`src/core/urd_pkg.sv`:
```
// package for the rate divider and transmit holding block
// holds register offsets, field positions, reset values and divider ratios
package urd_pkg;

   // ------------------------------------------------------------
   // register offsets on the plain register port
   // ------------------------------------------------------------
   localparam logic [3:0] URD_OFF_HOLDING = 4'h0;
   localparam logic [3:0] URD_OFF_DIV_LOW = 4'h1;
   localparam logic [3:0] URD_OFF_DIV_HIGH = 4'h2;
   localparam logic [3:0] URD_OFF_TX_CTRL = 4'h3;
   localparam logic [3:0] URD_OFF_RATE_CTRL = 4'h4;
   localparam logic [3:0] URD_OFF_IRQ_STATUS = 4'h5;
   localparam logic [3:0] URD_OFF_IRQ_MASK = 4'h6;

   // ------------------------------------------------------------
   // transmit control and status field positions
   // ------------------------------------------------------------
   localparam int URD_TX_CLOCK_SOURCE = 7;
   localparam int URD_TX_NINE_BIT = 6;
   localparam int URD_TX_ENABLE = 5;
   localparam int URD_TX_CLOCKED = 4;
   localparam int URD_TX_BREAK = 3;
   localparam int URD_TX_FAST = 2;
   localparam int URD_TX_SHIFT_EMPTY = 1;
   localparam int URD_TX_NINTH = 0;

   // ------------------------------------------------------------
   // rate control field positions
   // ------------------------------------------------------------
   localparam int URD_RC_AUTOBAUD_OVF = 7;
   localparam int URD_RC_RECEIVE_IDLE = 6;
   localparam int URD_RC_CLOCK_POLARITY = 4;
   localparam int URD_RC_WIDE_DIVISOR = 3;
   localparam int URD_RC_WAKE_ON_EDGE = 1;
   localparam int URD_RC_AUTOBAUD_EN = 0;
   localparam logic [7:0] URD_RC_WRITE_MASK = 8'h9b;

   // ------------------------------------------------------------
   // interrupt status fields
   // ------------------------------------------------------------
   localparam int URD_IRQ_HOLDING_EMPTY = 0;
   localparam int URD_IRQ_SHIFT_DONE = 1;
   localparam logic [7:0] URD_IRQ_USED_MASK = 8'h03;

   // ------------------------------------------------------------
   // reset values
   // ------------------------------------------------------------
   localparam logic [7:0] URD_RST_BYTE = 8'h00;
   localparam logic [7:0] URD_RST_TX_CTRL = 8'h02;
   localparam logic [7:0] URD_RST_RATE_CTRL = 8'h00;

   // ------------------------------------------------------------
   // divider prescale ratios, stored as ratio minus one
   // ------------------------------------------------------------
   localparam logic [5:0] URD_PRE_64 = 6'h3f;
   localparam logic [5:0] URD_PRE_16 = 6'h0f;
   localparam logic [5:0] URD_PRE_4 = 6'h03;

   // ------------------------------------------------------------
   // frame counts in bit times
   // ------------------------------------------------------------
   localparam logic [3:0] URD_BITS_EIGHT = 4'h8;
   localparam logic [3:0] URD_BITS_NINE = 4'h9;
   localparam logic [3:0] URD_BREAK_ZEROS = 4'hc;

   typedef enum logic [2:0] {
      URD_IDLE,
      URD_START,
      URD_DATA,
      URD_STOP,
      URD_BREAK
   } urd_tx_state_t;

endpackage

```
`src/core/urd_rate_if.sv`:
```
// carrier between the register block and the rate generator
// assumes both ends share clk and reset_n
`timescale 1ns/100ps
interface urd_rate_if;
   logic [15:0] divisor;
   logic [5:0] prescale;
   logic restart;
   logic tick;

   modport gen
   (
      input divisor,
      input prescale,
      input restart,
      output tick
   );

   modport user
   (
      output divisor,
      output prescale,
      output restart,
      input tick
   );
endinterface

```
`src/core/urd_rate_gen.sv`:
```
// rate generator: one tick every (prescale+1)*(divisor+1) clocks
// assumes divisor and prescale are stable except around a restart
`timescale 1ns/100ps
module urd_rate_gen
   import urd_pkg::*;
(
   input wire logic clk,
   input wire logic reset_n,
   urd_rate_if.gen rate
);

   logic [15:0] div_cnt_reg;
   logic [15:0] div_cnt_next;
   logic [5:0] pre_cnt_reg;
   logic [5:0] pre_cnt_next;
   logic tick_reg;
   logic tick_next;

   // prescaler counts down inside each divisor step; the divisor
   // counts down once per prescale wrap, so the ratio is the product
   always_comb
   begin
      div_cnt_next = div_cnt_reg;
      pre_cnt_next = pre_cnt_reg;
      tick_next = 1'b0;
      if (rate.restart)
      begin
         div_cnt_next = rate.divisor;
         pre_cnt_next = rate.prescale;
      end
      else if (pre_cnt_reg != 6'h00)
         pre_cnt_next = pre_cnt_reg - 6'h01;
      else
      begin
         pre_cnt_next = rate.prescale;
         if (div_cnt_reg != 16'h0000)
            div_cnt_next = div_cnt_reg - 16'h0001;
         else
         begin
            div_cnt_next = rate.divisor;
            tick_next = 1'b1;
         end
      end
   end

   always_ff @(posedge clk or negedge reset_n)
   begin
      if (!reset_n)
      begin
         div_cnt_reg <= 16'h0000;
         pre_cnt_reg <= 6'h00;
         tick_reg <= 1'b0;
      end
      else
      begin
         div_cnt_reg <= div_cnt_next;
         pre_cnt_reg <= pre_cnt_next;
         tick_reg <= tick_next;
      end
   end

   assign rate.tick = tick_reg;

endmodule

```
`src/core/urd_top.sv`:
```
// rate divider and double-buffered transmit holding byte with shifter
// assumes a plain register port synchronous to clk and one clock domain
//
// What this block does
// - holding byte plus ninth bit double buffered
// - low divisor write restarts generator counter
// - high divisor write restarts generator counter
// - high byte ignored unless wide divisor set
// - divisor is high byte over low byte
// - async narrow slow: clock over 64(n+1)
// - async wide slow: clock over 16(n+1)
// - synchronous: clock over 4(n+1)
// - transmit control and status bit layout
// - rate control bit layout, unused read zero
`timescale 1ns/100ps
module urd_top
   import urd_pkg::*;
(
   input wire logic clk,
   input wire logic reset_n,
   input wire logic [3:0] reg_addr,
   input wire logic [7:0] reg_wdata,
   input wire logic reg_write,
   input wire logic reg_read,
   output logic [7:0] reg_rdata,
   input wire logic receive_idle_in,
   output logic tx_line,
   output logic bit_tick,
   output logic irq
);

   // ------------------------------------------------------------
   // register state
   // ------------------------------------------------------------
   logic [7:0] holding_reg;
   logic [7:0] holding_next;
   logic holding_full_reg;
   logic holding_full_next;
   logic [7:0] div_low_reg;
   logic [7:0] div_low_next;
   logic [7:0] div_high_reg;
   logic [7:0] div_high_next;
   logic [7:0] tx_ctrl_reg;
   logic [7:0] tx_ctrl_next;
   logic [7:0] rate_ctrl_reg;
   logic [7:0] rate_ctrl_next;
   logic [7:0] irq_status_reg;
   logic [7:0] irq_status_next;
   logic [7:0] irq_mask_reg;
   logic [7:0] irq_mask_next;
   logic [7:0] rdata_reg;
   logic [7:0] rdata_next;
   logic irq_reg;
   logic irq_next;
   logic idle_sync_reg;

   // ------------------------------------------------------------
   // shifter state
   // ------------------------------------------------------------
   urd_tx_state_t state_reg;
   urd_tx_state_t state_next;
   logic [8:0] shift_reg;
   logic [8:0] shift_next;
   logic [3:0] bits_left_reg;
   logic [3:0] bits_left_next;
   logic line_reg;
   logic line_next;
   logic tick_out_reg;
   logic tx_out_reg;
   logic tx_out_next;

   // ------------------------------------------------------------
   // decoded controls
   // ------------------------------------------------------------
   logic wr_holding;
   logic wr_div_low;
   logic wr_div_high;
   logic load_shifter;
   logic shift_done;
   logic clocked_mode;
   logic nine_bit;
   logic tx_enable;
   logic break_req;
   logic wide_div;
   logic fast_rate;
   logic tick;

   urd_rate_if rate ();

   urd_rate_gen u_rate_gen
   (
      .clk(clk),
      .reset_n(reset_n),
      .rate(rate)
   );

   assign tick = rate.tick;
   assign clocked_mode = tx_ctrl_reg[URD_TX_CLOCKED];
   assign nine_bit = tx_ctrl_reg[URD_TX_NINE_BIT];
   assign tx_enable = tx_ctrl_reg[URD_TX_ENABLE];
   assign break_req = tx_ctrl_reg[URD_TX_BREAK];
   assign fast_rate = tx_ctrl_reg[URD_TX_FAST];
   assign wide_div = rate_ctrl_reg[URD_RC_WIDE_DIVISOR];

   // write decode; each write to either divisor byte restarts the count
   assign wr_holding = reg_write && (reg_addr == URD_OFF_HOLDING);
   assign wr_div_low = reg_write && (reg_addr == URD_OFF_DIV_LOW);
   assign wr_div_high = reg_write && (reg_addr == URD_OFF_DIV_HIGH);
   assign rate.restart = wr_div_low || wr_div_high;

   // ------------------------------------------------------------
   // divisor and prescale selection
   // ------------------------------------------------------------
   // the high byte only reaches the generator in wide mode
   assign rate.divisor = wide_div ? {div_high_next, div_low_next}
                                  : {8'h00, div_low_next};

   // pick the fixed ratio from the three mode bits
   always_comb
   begin
      if (clocked_mode)
         rate.prescale = URD_PRE_4;
      else if (!wide_div && !fast_rate)
         rate.prescale = URD_PRE_64;
      else if (wide_div && !fast_rate)
         rate.prescale = URD_PRE_16;
      else if (!wide_div)
         rate.prescale = URD_PRE_16;
      else
         rate.prescale = URD_PRE_4;
   end

   // ------------------------------------------------------------
   // transmit shifter
   // ------------------------------------------------------------
   // the holding byte moves into the shifter as soon as the shifter is
   // idle and transmit is enabled, which frees the holding register for the next byte
   assign load_shifter = (state_reg == URD_IDLE) && holding_full_reg && tx_enable;

   always_comb
   begin
      state_next = state_reg;
      shift_next = shift_reg;
      bits_left_next = bits_left_reg;
      line_next = line_reg;
      shift_done = 1'b0;
      unique case (state_reg)
         URD_IDLE:
         begin
            line_next = 1'b1;
            if (load_shifter)
            begin
               shift_next = {tx_ctrl_reg[URD_TX_NINTH], holding_reg};
               bits_left_next = nine_bit ? URD_BITS_NINE : URD_BITS_EIGHT;
               if (clocked_mode)
                  state_next = URD_DATA;
               else if (break_req)
               begin
                  // a break replaces the byte with a long run of zeros
                  state_next = URD_BREAK;
                  bits_left_next = URD_BREAK_ZEROS;
               end
               else
                  state_next = URD_START;
            end
         end
         URD_START:
            if (tick)
            begin
               line_next = 1'b0;
               state_next = URD_DATA;
            end
         URD_DATA:
            if (tick)
            begin
               line_next = shift_reg[0];
               shift_next = {1'b0, shift_reg[8:1]};
               bits_left_next = bits_left_reg - 4'h1;
               if (bits_left_reg == 4'h1)
                  state_next = URD_STOP;
            end
         URD_BREAK:
            if (tick)
            begin
               line_next = 1'b0;
               bits_left_next = bits_left_reg - 4'h1;
               if (bits_left_reg == 4'h1)
                  state_next = URD_STOP;
            end
         URD_STOP:
            if (tick)
            begin
               // both modes end here; on the tick the line returns high and the shifter idles
               line_next = 1'b1;
               state_next = URD_IDLE;
               shift_done = 1'b1;
            end
         default:
            state_next = URD_IDLE;
      endcase
      if (!tx_enable)
      begin
         // dropping the enable aborts the frame and idles the line
         state_next = URD_IDLE;
         line_next = 1'b1;
      end
   end

   always_ff @(posedge clk or negedge reset_n)
   begin
      if (!reset_n)
      begin
         state_reg <= URD_IDLE;
         shift_reg <= 9'h000;
         bits_left_reg <= 4'h0;
         line_reg <= 1'b1;
         tick_out_reg <= 1'b0;
         tx_out_reg <= 1'b1;
      end
      else
      begin
         state_reg <= state_next;
         shift_reg <= shift_next;
         bits_left_reg <= bits_left_next;
         line_reg <= line_next;
         tick_out_reg <= tick;
         tx_out_reg <= tx_out_next;
      end
   end

   // ------------------------------------------------------------
   // register writes and hardware-owned bits
   // ------------------------------------------------------------
   always_comb
   begin
      holding_next = holding_reg;
      holding_full_next = holding_full_reg;
      div_low_next = div_low_reg;
      div_high_next = div_high_reg;
      tx_ctrl_next = tx_ctrl_reg;
      rate_ctrl_next = rate_ctrl_reg;
      irq_mask_next = irq_mask_reg;
      irq_status_next = irq_status_reg;
      if (load_shifter)
         holding_full_next = 1'b0;
      if (wr_holding)
      begin
         holding_next = reg_wdata;
         holding_full_next = 1'b1;
      end
      if (wr_div_low)
         div_low_next = reg_wdata;
      if (wr_div_high)
         div_high_next = reg_wdata;
      if (reg_write && (reg_addr == URD_OFF_TX_CTRL))
      begin
         // shift-empty is read-only and keeps its hardware value
         tx_ctrl_next = reg_wdata;
         tx_ctrl_next[URD_TX_SHIFT_EMPTY] = tx_ctrl_reg[URD_TX_SHIFT_EMPTY];
      end
      if (reg_write && (reg_addr == URD_OFF_RATE_CTRL))
      begin
         rate_ctrl_next = reg_wdata & URD_RC_WRITE_MASK;
         rate_ctrl_next[URD_RC_RECEIVE_IDLE] = idle_sync_reg;
      end
      else
         rate_ctrl_next[URD_RC_RECEIVE_IDLE] = idle_sync_reg;
      // break request clears itself once its frame has gone out
      if (shift_done && (state_reg == URD_STOP) && break_req && !clocked_mode)
         tx_ctrl_next[URD_TX_BREAK] = 1'b0;
      tx_ctrl_next[URD_TX_SHIFT_EMPTY] = (state_next == URD_IDLE);
      if (reg_write && (reg_addr == URD_OFF_IRQ_MASK))
         irq_mask_next = reg_wdata & URD_IRQ_USED_MASK;
      // write one to clear, applied before the sets so an event wins
      if (reg_write && (reg_addr == URD_OFF_IRQ_STATUS))
         irq_status_next = irq_status_reg & ~reg_wdata;
      if (load_shifter)
         irq_status_next[URD_IRQ_HOLDING_EMPTY] = 1'b1;
      if (shift_done)
         irq_status_next[URD_IRQ_SHIFT_DONE] = 1'b1;
      irq_next = |(irq_status_next & irq_mask_next);
   end

   // ------------------------------------------------------------
   // read path: data stands in the cycle after the strobe
   // ------------------------------------------------------------
   always_comb
   begin
      rdata_next = 8'h00;
      if (reg_read)
      begin
         unique case (reg_addr)
            URD_OFF_HOLDING: rdata_next = holding_reg;
            URD_OFF_DIV_LOW: rdata_next = div_low_reg;
            URD_OFF_DIV_HIGH: rdata_next = div_high_reg;
            URD_OFF_TX_CTRL: rdata_next = tx_ctrl_reg;
            URD_OFF_RATE_CTRL: rdata_next = rate_ctrl_reg;
            URD_OFF_IRQ_STATUS: rdata_next = irq_status_reg;
            URD_OFF_IRQ_MASK: rdata_next = irq_mask_reg;
            default: rdata_next = 8'h00;
         endcase
      end
   end

   always_ff @(posedge clk or negedge reset_n)
   begin
      if (!reset_n)
      begin
         holding_reg <= URD_RST_BYTE;
         holding_full_reg <= 1'b0;
         div_low_reg <= URD_RST_BYTE;
         div_high_reg <= URD_RST_BYTE;
         tx_ctrl_reg <= URD_RST_TX_CTRL;
         rate_ctrl_reg <= URD_RST_RATE_CTRL;
         irq_status_reg <= URD_RST_BYTE;
         irq_mask_reg <= URD_RST_BYTE;
         rdata_reg <= URD_RST_BYTE;
         irq_reg <= 1'b0;
         idle_sync_reg <= 1'b0;
      end
      else
      begin
         holding_reg <= holding_next;
         holding_full_reg <= holding_full_next;
         div_low_reg <= div_low_next;
         div_high_reg <= div_high_next;
         tx_ctrl_reg <= tx_ctrl_next;
         rate_ctrl_reg <= rate_ctrl_next;
         irq_status_reg <= irq_status_next;
         irq_mask_reg <= irq_mask_next;
         rdata_reg <= rdata_next;
         irq_reg <= irq_next;
         idle_sync_reg <= receive_idle_in;
      end
   end

   // ------------------------------------------------------------
   // outputs
   // ------------------------------------------------------------
   // polarity select inverts the asynchronous line; a limitation is
   // that the inverted line idles low, as a far end expecting it must
   assign tx_out_next = line_next
      ^ (rate_ctrl_next[URD_RC_CLOCK_POLARITY] && !tx_ctrl_next[URD_TX_CLOCKED]);
   assign tx_line = tx_out_reg;
   assign reg_rdata = rdata_reg;
   assign bit_tick = tick_out_reg;
   assign irq = irq_reg;

endmodule

```
`config.mk`:
```
export PLATFORM = sky130hd
export DESIGN_NAME = urd_top
export DESIGN_NICKNAME = d
export VERILOG_FILES = /design/src/core/urd_pkg.sv /design/src/core/urd_rate_if.sv /design/src/core/urd_rate_gen.sv /design/src/core/urd_top.sv
export SDC_FILE = /design/constraint.sdc
export NUM_CORES = 1
export LEC_CHECK = 0
export ABC_AREA = 0
export BUFFER_PORTS_ARGS = -buffer_cell sky130_fd_sc_hd__buf_2
export CORE_ASPECT_RATIO = 1.2
export CORE_UTILIZATION = 35
export CTS_BUF_LIST = sky130_fd_sc_hd__clkbuf_8
export CTS_CLUSTER_SIZE = 12
export DETAILED_ROUTE_END_ITERATION = 8
export MAX_ROUTING_LAYER = met4
export PLACE_DENSITY = 0.53
export SETUP_SLACK_MARGIN = 0.1
export SYNTH_ARGS = -nofsm -noshare
export SYNTH_HDL_FRONTEND = slang
export SYNTH_SLANG_ARGS = --single-unit
export TNS_END_PERCENT = 30
```
`constraint.sdc`:
```
create_clock -name clk -period 3.2 [get_ports clk]
set_input_delay 0.32 -clock clk [delete_from_list [all_inputs] [get_ports clk]]
set_output_delay 0.32 -clock clk [all_outputs]
set_load 0.01 [all_outputs]
```
==> results.yml <==
status:
  status: "complete, but fails checks"
  violations: "hold timing"
yosys:
  synth_nets: 517
  synth_adder_area_share: 0.0143
  synthTopCellsByArea: "dfrtp_1 (50%), mux2_2 (7.7%), mux2i_1 (3.6%)"
  synth_seq_cells: 107
  synth_top_area_frac: 0.497
  yosysTopAreaCell: "dfrtp_1"
  synth_area_per_cell_um2: 10.6
  syn_inst: 494
  synthSimpleGateAreaFrac: 0.164
  yosysWarnings: 0
  async_flop_share: 1.00
  ys_types: 62
  synthXorXnorAreaFrac: 0.0117
  synth_top_family_by_area: "simple AND/OR/NAND/NOR gates"
  syn_area_mm2: 0.00523
  synthFlopType: "dfrtp_1"
  synth_compound_area_frac: 0.143
  synthMuxAreaShare: 0.127
  yosysSeqAreaShare: 0.512
  synth_edf_count: 0
setup_path:
  crit_chain: "or4_4 > or4_4 > or4_4 > a311o_1"
  setup.worst_path.end_class: "register"
  worstPathRequired_ns: 3.47
  cp_slowest_cell: "or4_4"
  cp.arrival_ns: 2.71
  r2r_start: "u_rate_gen.div_cnt_reg[8]"
  crit_fanout: 4
  crit_top_cell: "or4_4"
  critPathKind: "register to register"
  crit_path_start: "u_rate_gen.div_cnt_reg[8]"
  cpPeakStageDelay_ns: 0.57
  start_kind: "register"
clocking:
  numClockSinks: 107
  ctsHtreeMaxLevel: 3
  cts-root-buf: "clkbuf_8"
  cts_hold_buf: 0
  clockBufferDepth: 2
  postCtsSetupBuffers: 0
  clkTransAtPathRegs_ns: 0.10
  clkLatencyLatePin_ns: 0.38
  cts_tree: "done"
  cts_resized: 0
  cts_made_buffers: 9
routing:
  vias: 3886
  drc: 0
  ant_nets: 0
  detail_route.first_pass.iterations: 4
  first_iter_violations: 332
  routed_wl_um: 12900
  vias_per_cell: 5.37
  drt-wirelength-per-cell_um: 17.8
global_route:
  grt.total_usage: 0.187
  antenna_found_initial: 0
  grt_max_degree: 108
  grt_pass1_wl_um: 21100
  first_global_vias: 3876
  overflow: 0
cells_and_area:
  most-common-layout-cells: "dfrtp_1 (104), nand2_1 (39), mux2_2 (36)"
  fin_area_mm2: 0.00580
  multi_input_area_mm2: 0.00241
  antenna_cells: 0
  largest_register_ff_count: 16
  fill_cells: 1421
  nNetsFinal: 544
  drive_gt1_frac: 0.204
  mostFrequentLayoutCell: "dfrtp_1"
  seqCellArea_mm2: 0.00268
  syn_to_final_growth_pct: 10.8
sta:
  finalSetupTns_ns: 0
  final_hold_viol_count: 3
  timing.fmax_mhz: 410
  relSlewSlack: 0.586
  finalCritPeriodShare: 0.763
  setup-violations-final: 0
  worst_pin_slew_ns: 0.619
  fin_skew_ns: 0.0110
  slew_viol_final: 0
  hold_slack_ns: -0.0149
  rsz0062_at_grt: "false"
  period_minus_slack_ns: 2.44
floorplanning:
  fp-row-count: 48
  start_util: 0.362
  die_h_um: 136
  fp.coreArea_mm2: 0.0145
  die_w_um: 114
  die_area_mm2: 0.0154
  io_pins: 28
placement:
  io_buffers: 27
  gp_congestion: 0.899
  dpl.hpwl_um: 9720
  postPlaceCellArea_mm2: 0.00562
worst_hold_path:
  hold_class: "input port to async pin"
pwr:
  ir_worst_vdd_mv: 0.217
  p_leak_nw: 2.50
  powerDensity_mw_per_mm2: 640
run:
  cap_violations: 0
per-layer routing:
metal,share of wire,global-route usage
met1,0.44,0.225
met2,0.50,0.311
met3,0.029,0.0232
met4,0.031,0.0885
met5,0,-
through the flow:
step	setup slack (ns)	hold slack (ns)	utilization	std cells	power (mW)
floorplan	0.849	0.0244	-	494	2.61
global placement	0.704	0.332	0.388	710	2.91
detailed placement	0.630	0.341	0.388	710	2.94
CTS	0.765	0.0220	0.401	724	3.75
global route	0.579	0.0225	0.401	724	3.97
finish	0.760	-0.0149	0.401	724	3.71
synthesized netlist by cell type (5+ instances only):
master,n
a211oi_1,9
nor4_1,5
nor2b_1,16
o21ai_0,31
inv_1,16
clkbuf_1,16
o211ai_1,5
mux2i_1,19
nor2_1,34
nand2_1,39
a21boi_0,7
a21oi_1,27
nor3_1,18
or2_2,5
ha_1,6
mux2_2,36
dfrtp_1,104
nand3_1,18
final timing paths:
kind	end	slack, ns	cells past startpoint
max in group asynchronous	tx_line	2.77	2
min in group clk	idle_sync_reg	0.05	1
worst min register to register	rate_ctrl_reg[6]	0.36	0
worst max register to register	u_rate_gen.div_cnt_reg[13]	0.76	4
worst max-delay path	u_rate_gen.div_cnt_reg[13]	0.76	4
worst min-delay path	irq_mask_reg[5]	-0.01	2
where the power goes:
| part | switching (mW) | leakage [nW] | internal [mW] | total [mW] |
|---|---|---|---|---|
| combinational | 0.496 | 1.04 | 0.442 | 0.938 |
| sequential | 0.296 | 1.36 | 1.68 | 1.97 |
| clock | 0.427 | 0.0992 | 0.370 | 0.797 |
| total | 1.22 | 2.50 | 2.49 | 3.71 |
critical path: cells and delay by family (launching register included):
kind	cells	cell delay [ns]
simple gates	3	1.56
flops	1	0.42
compound gates	1	0.36
final cells by class:
type,instances,share of cell area
tap,200,0.0432
clock inverter,4,0.00755
inverter,16,0.0104
sequential,107,0.463
multi-input combinational,351,0.415
timing repair buffer,36,0.0376
clock buffer,10,0.0237
kinds of logic (layout without fill, tap and decap cells):
kind of cell / Yosys count / after routing
compound gates: 115 / 115
simple gates: 165 / 165
flops: 107 / 107
fa+ha+maj: 6 / 6
xor+xnor: 7 / 7
mux: 58 / 58
buf+inv: 36 / 66
Note: power is estimated with default switching activity, not from simulation.
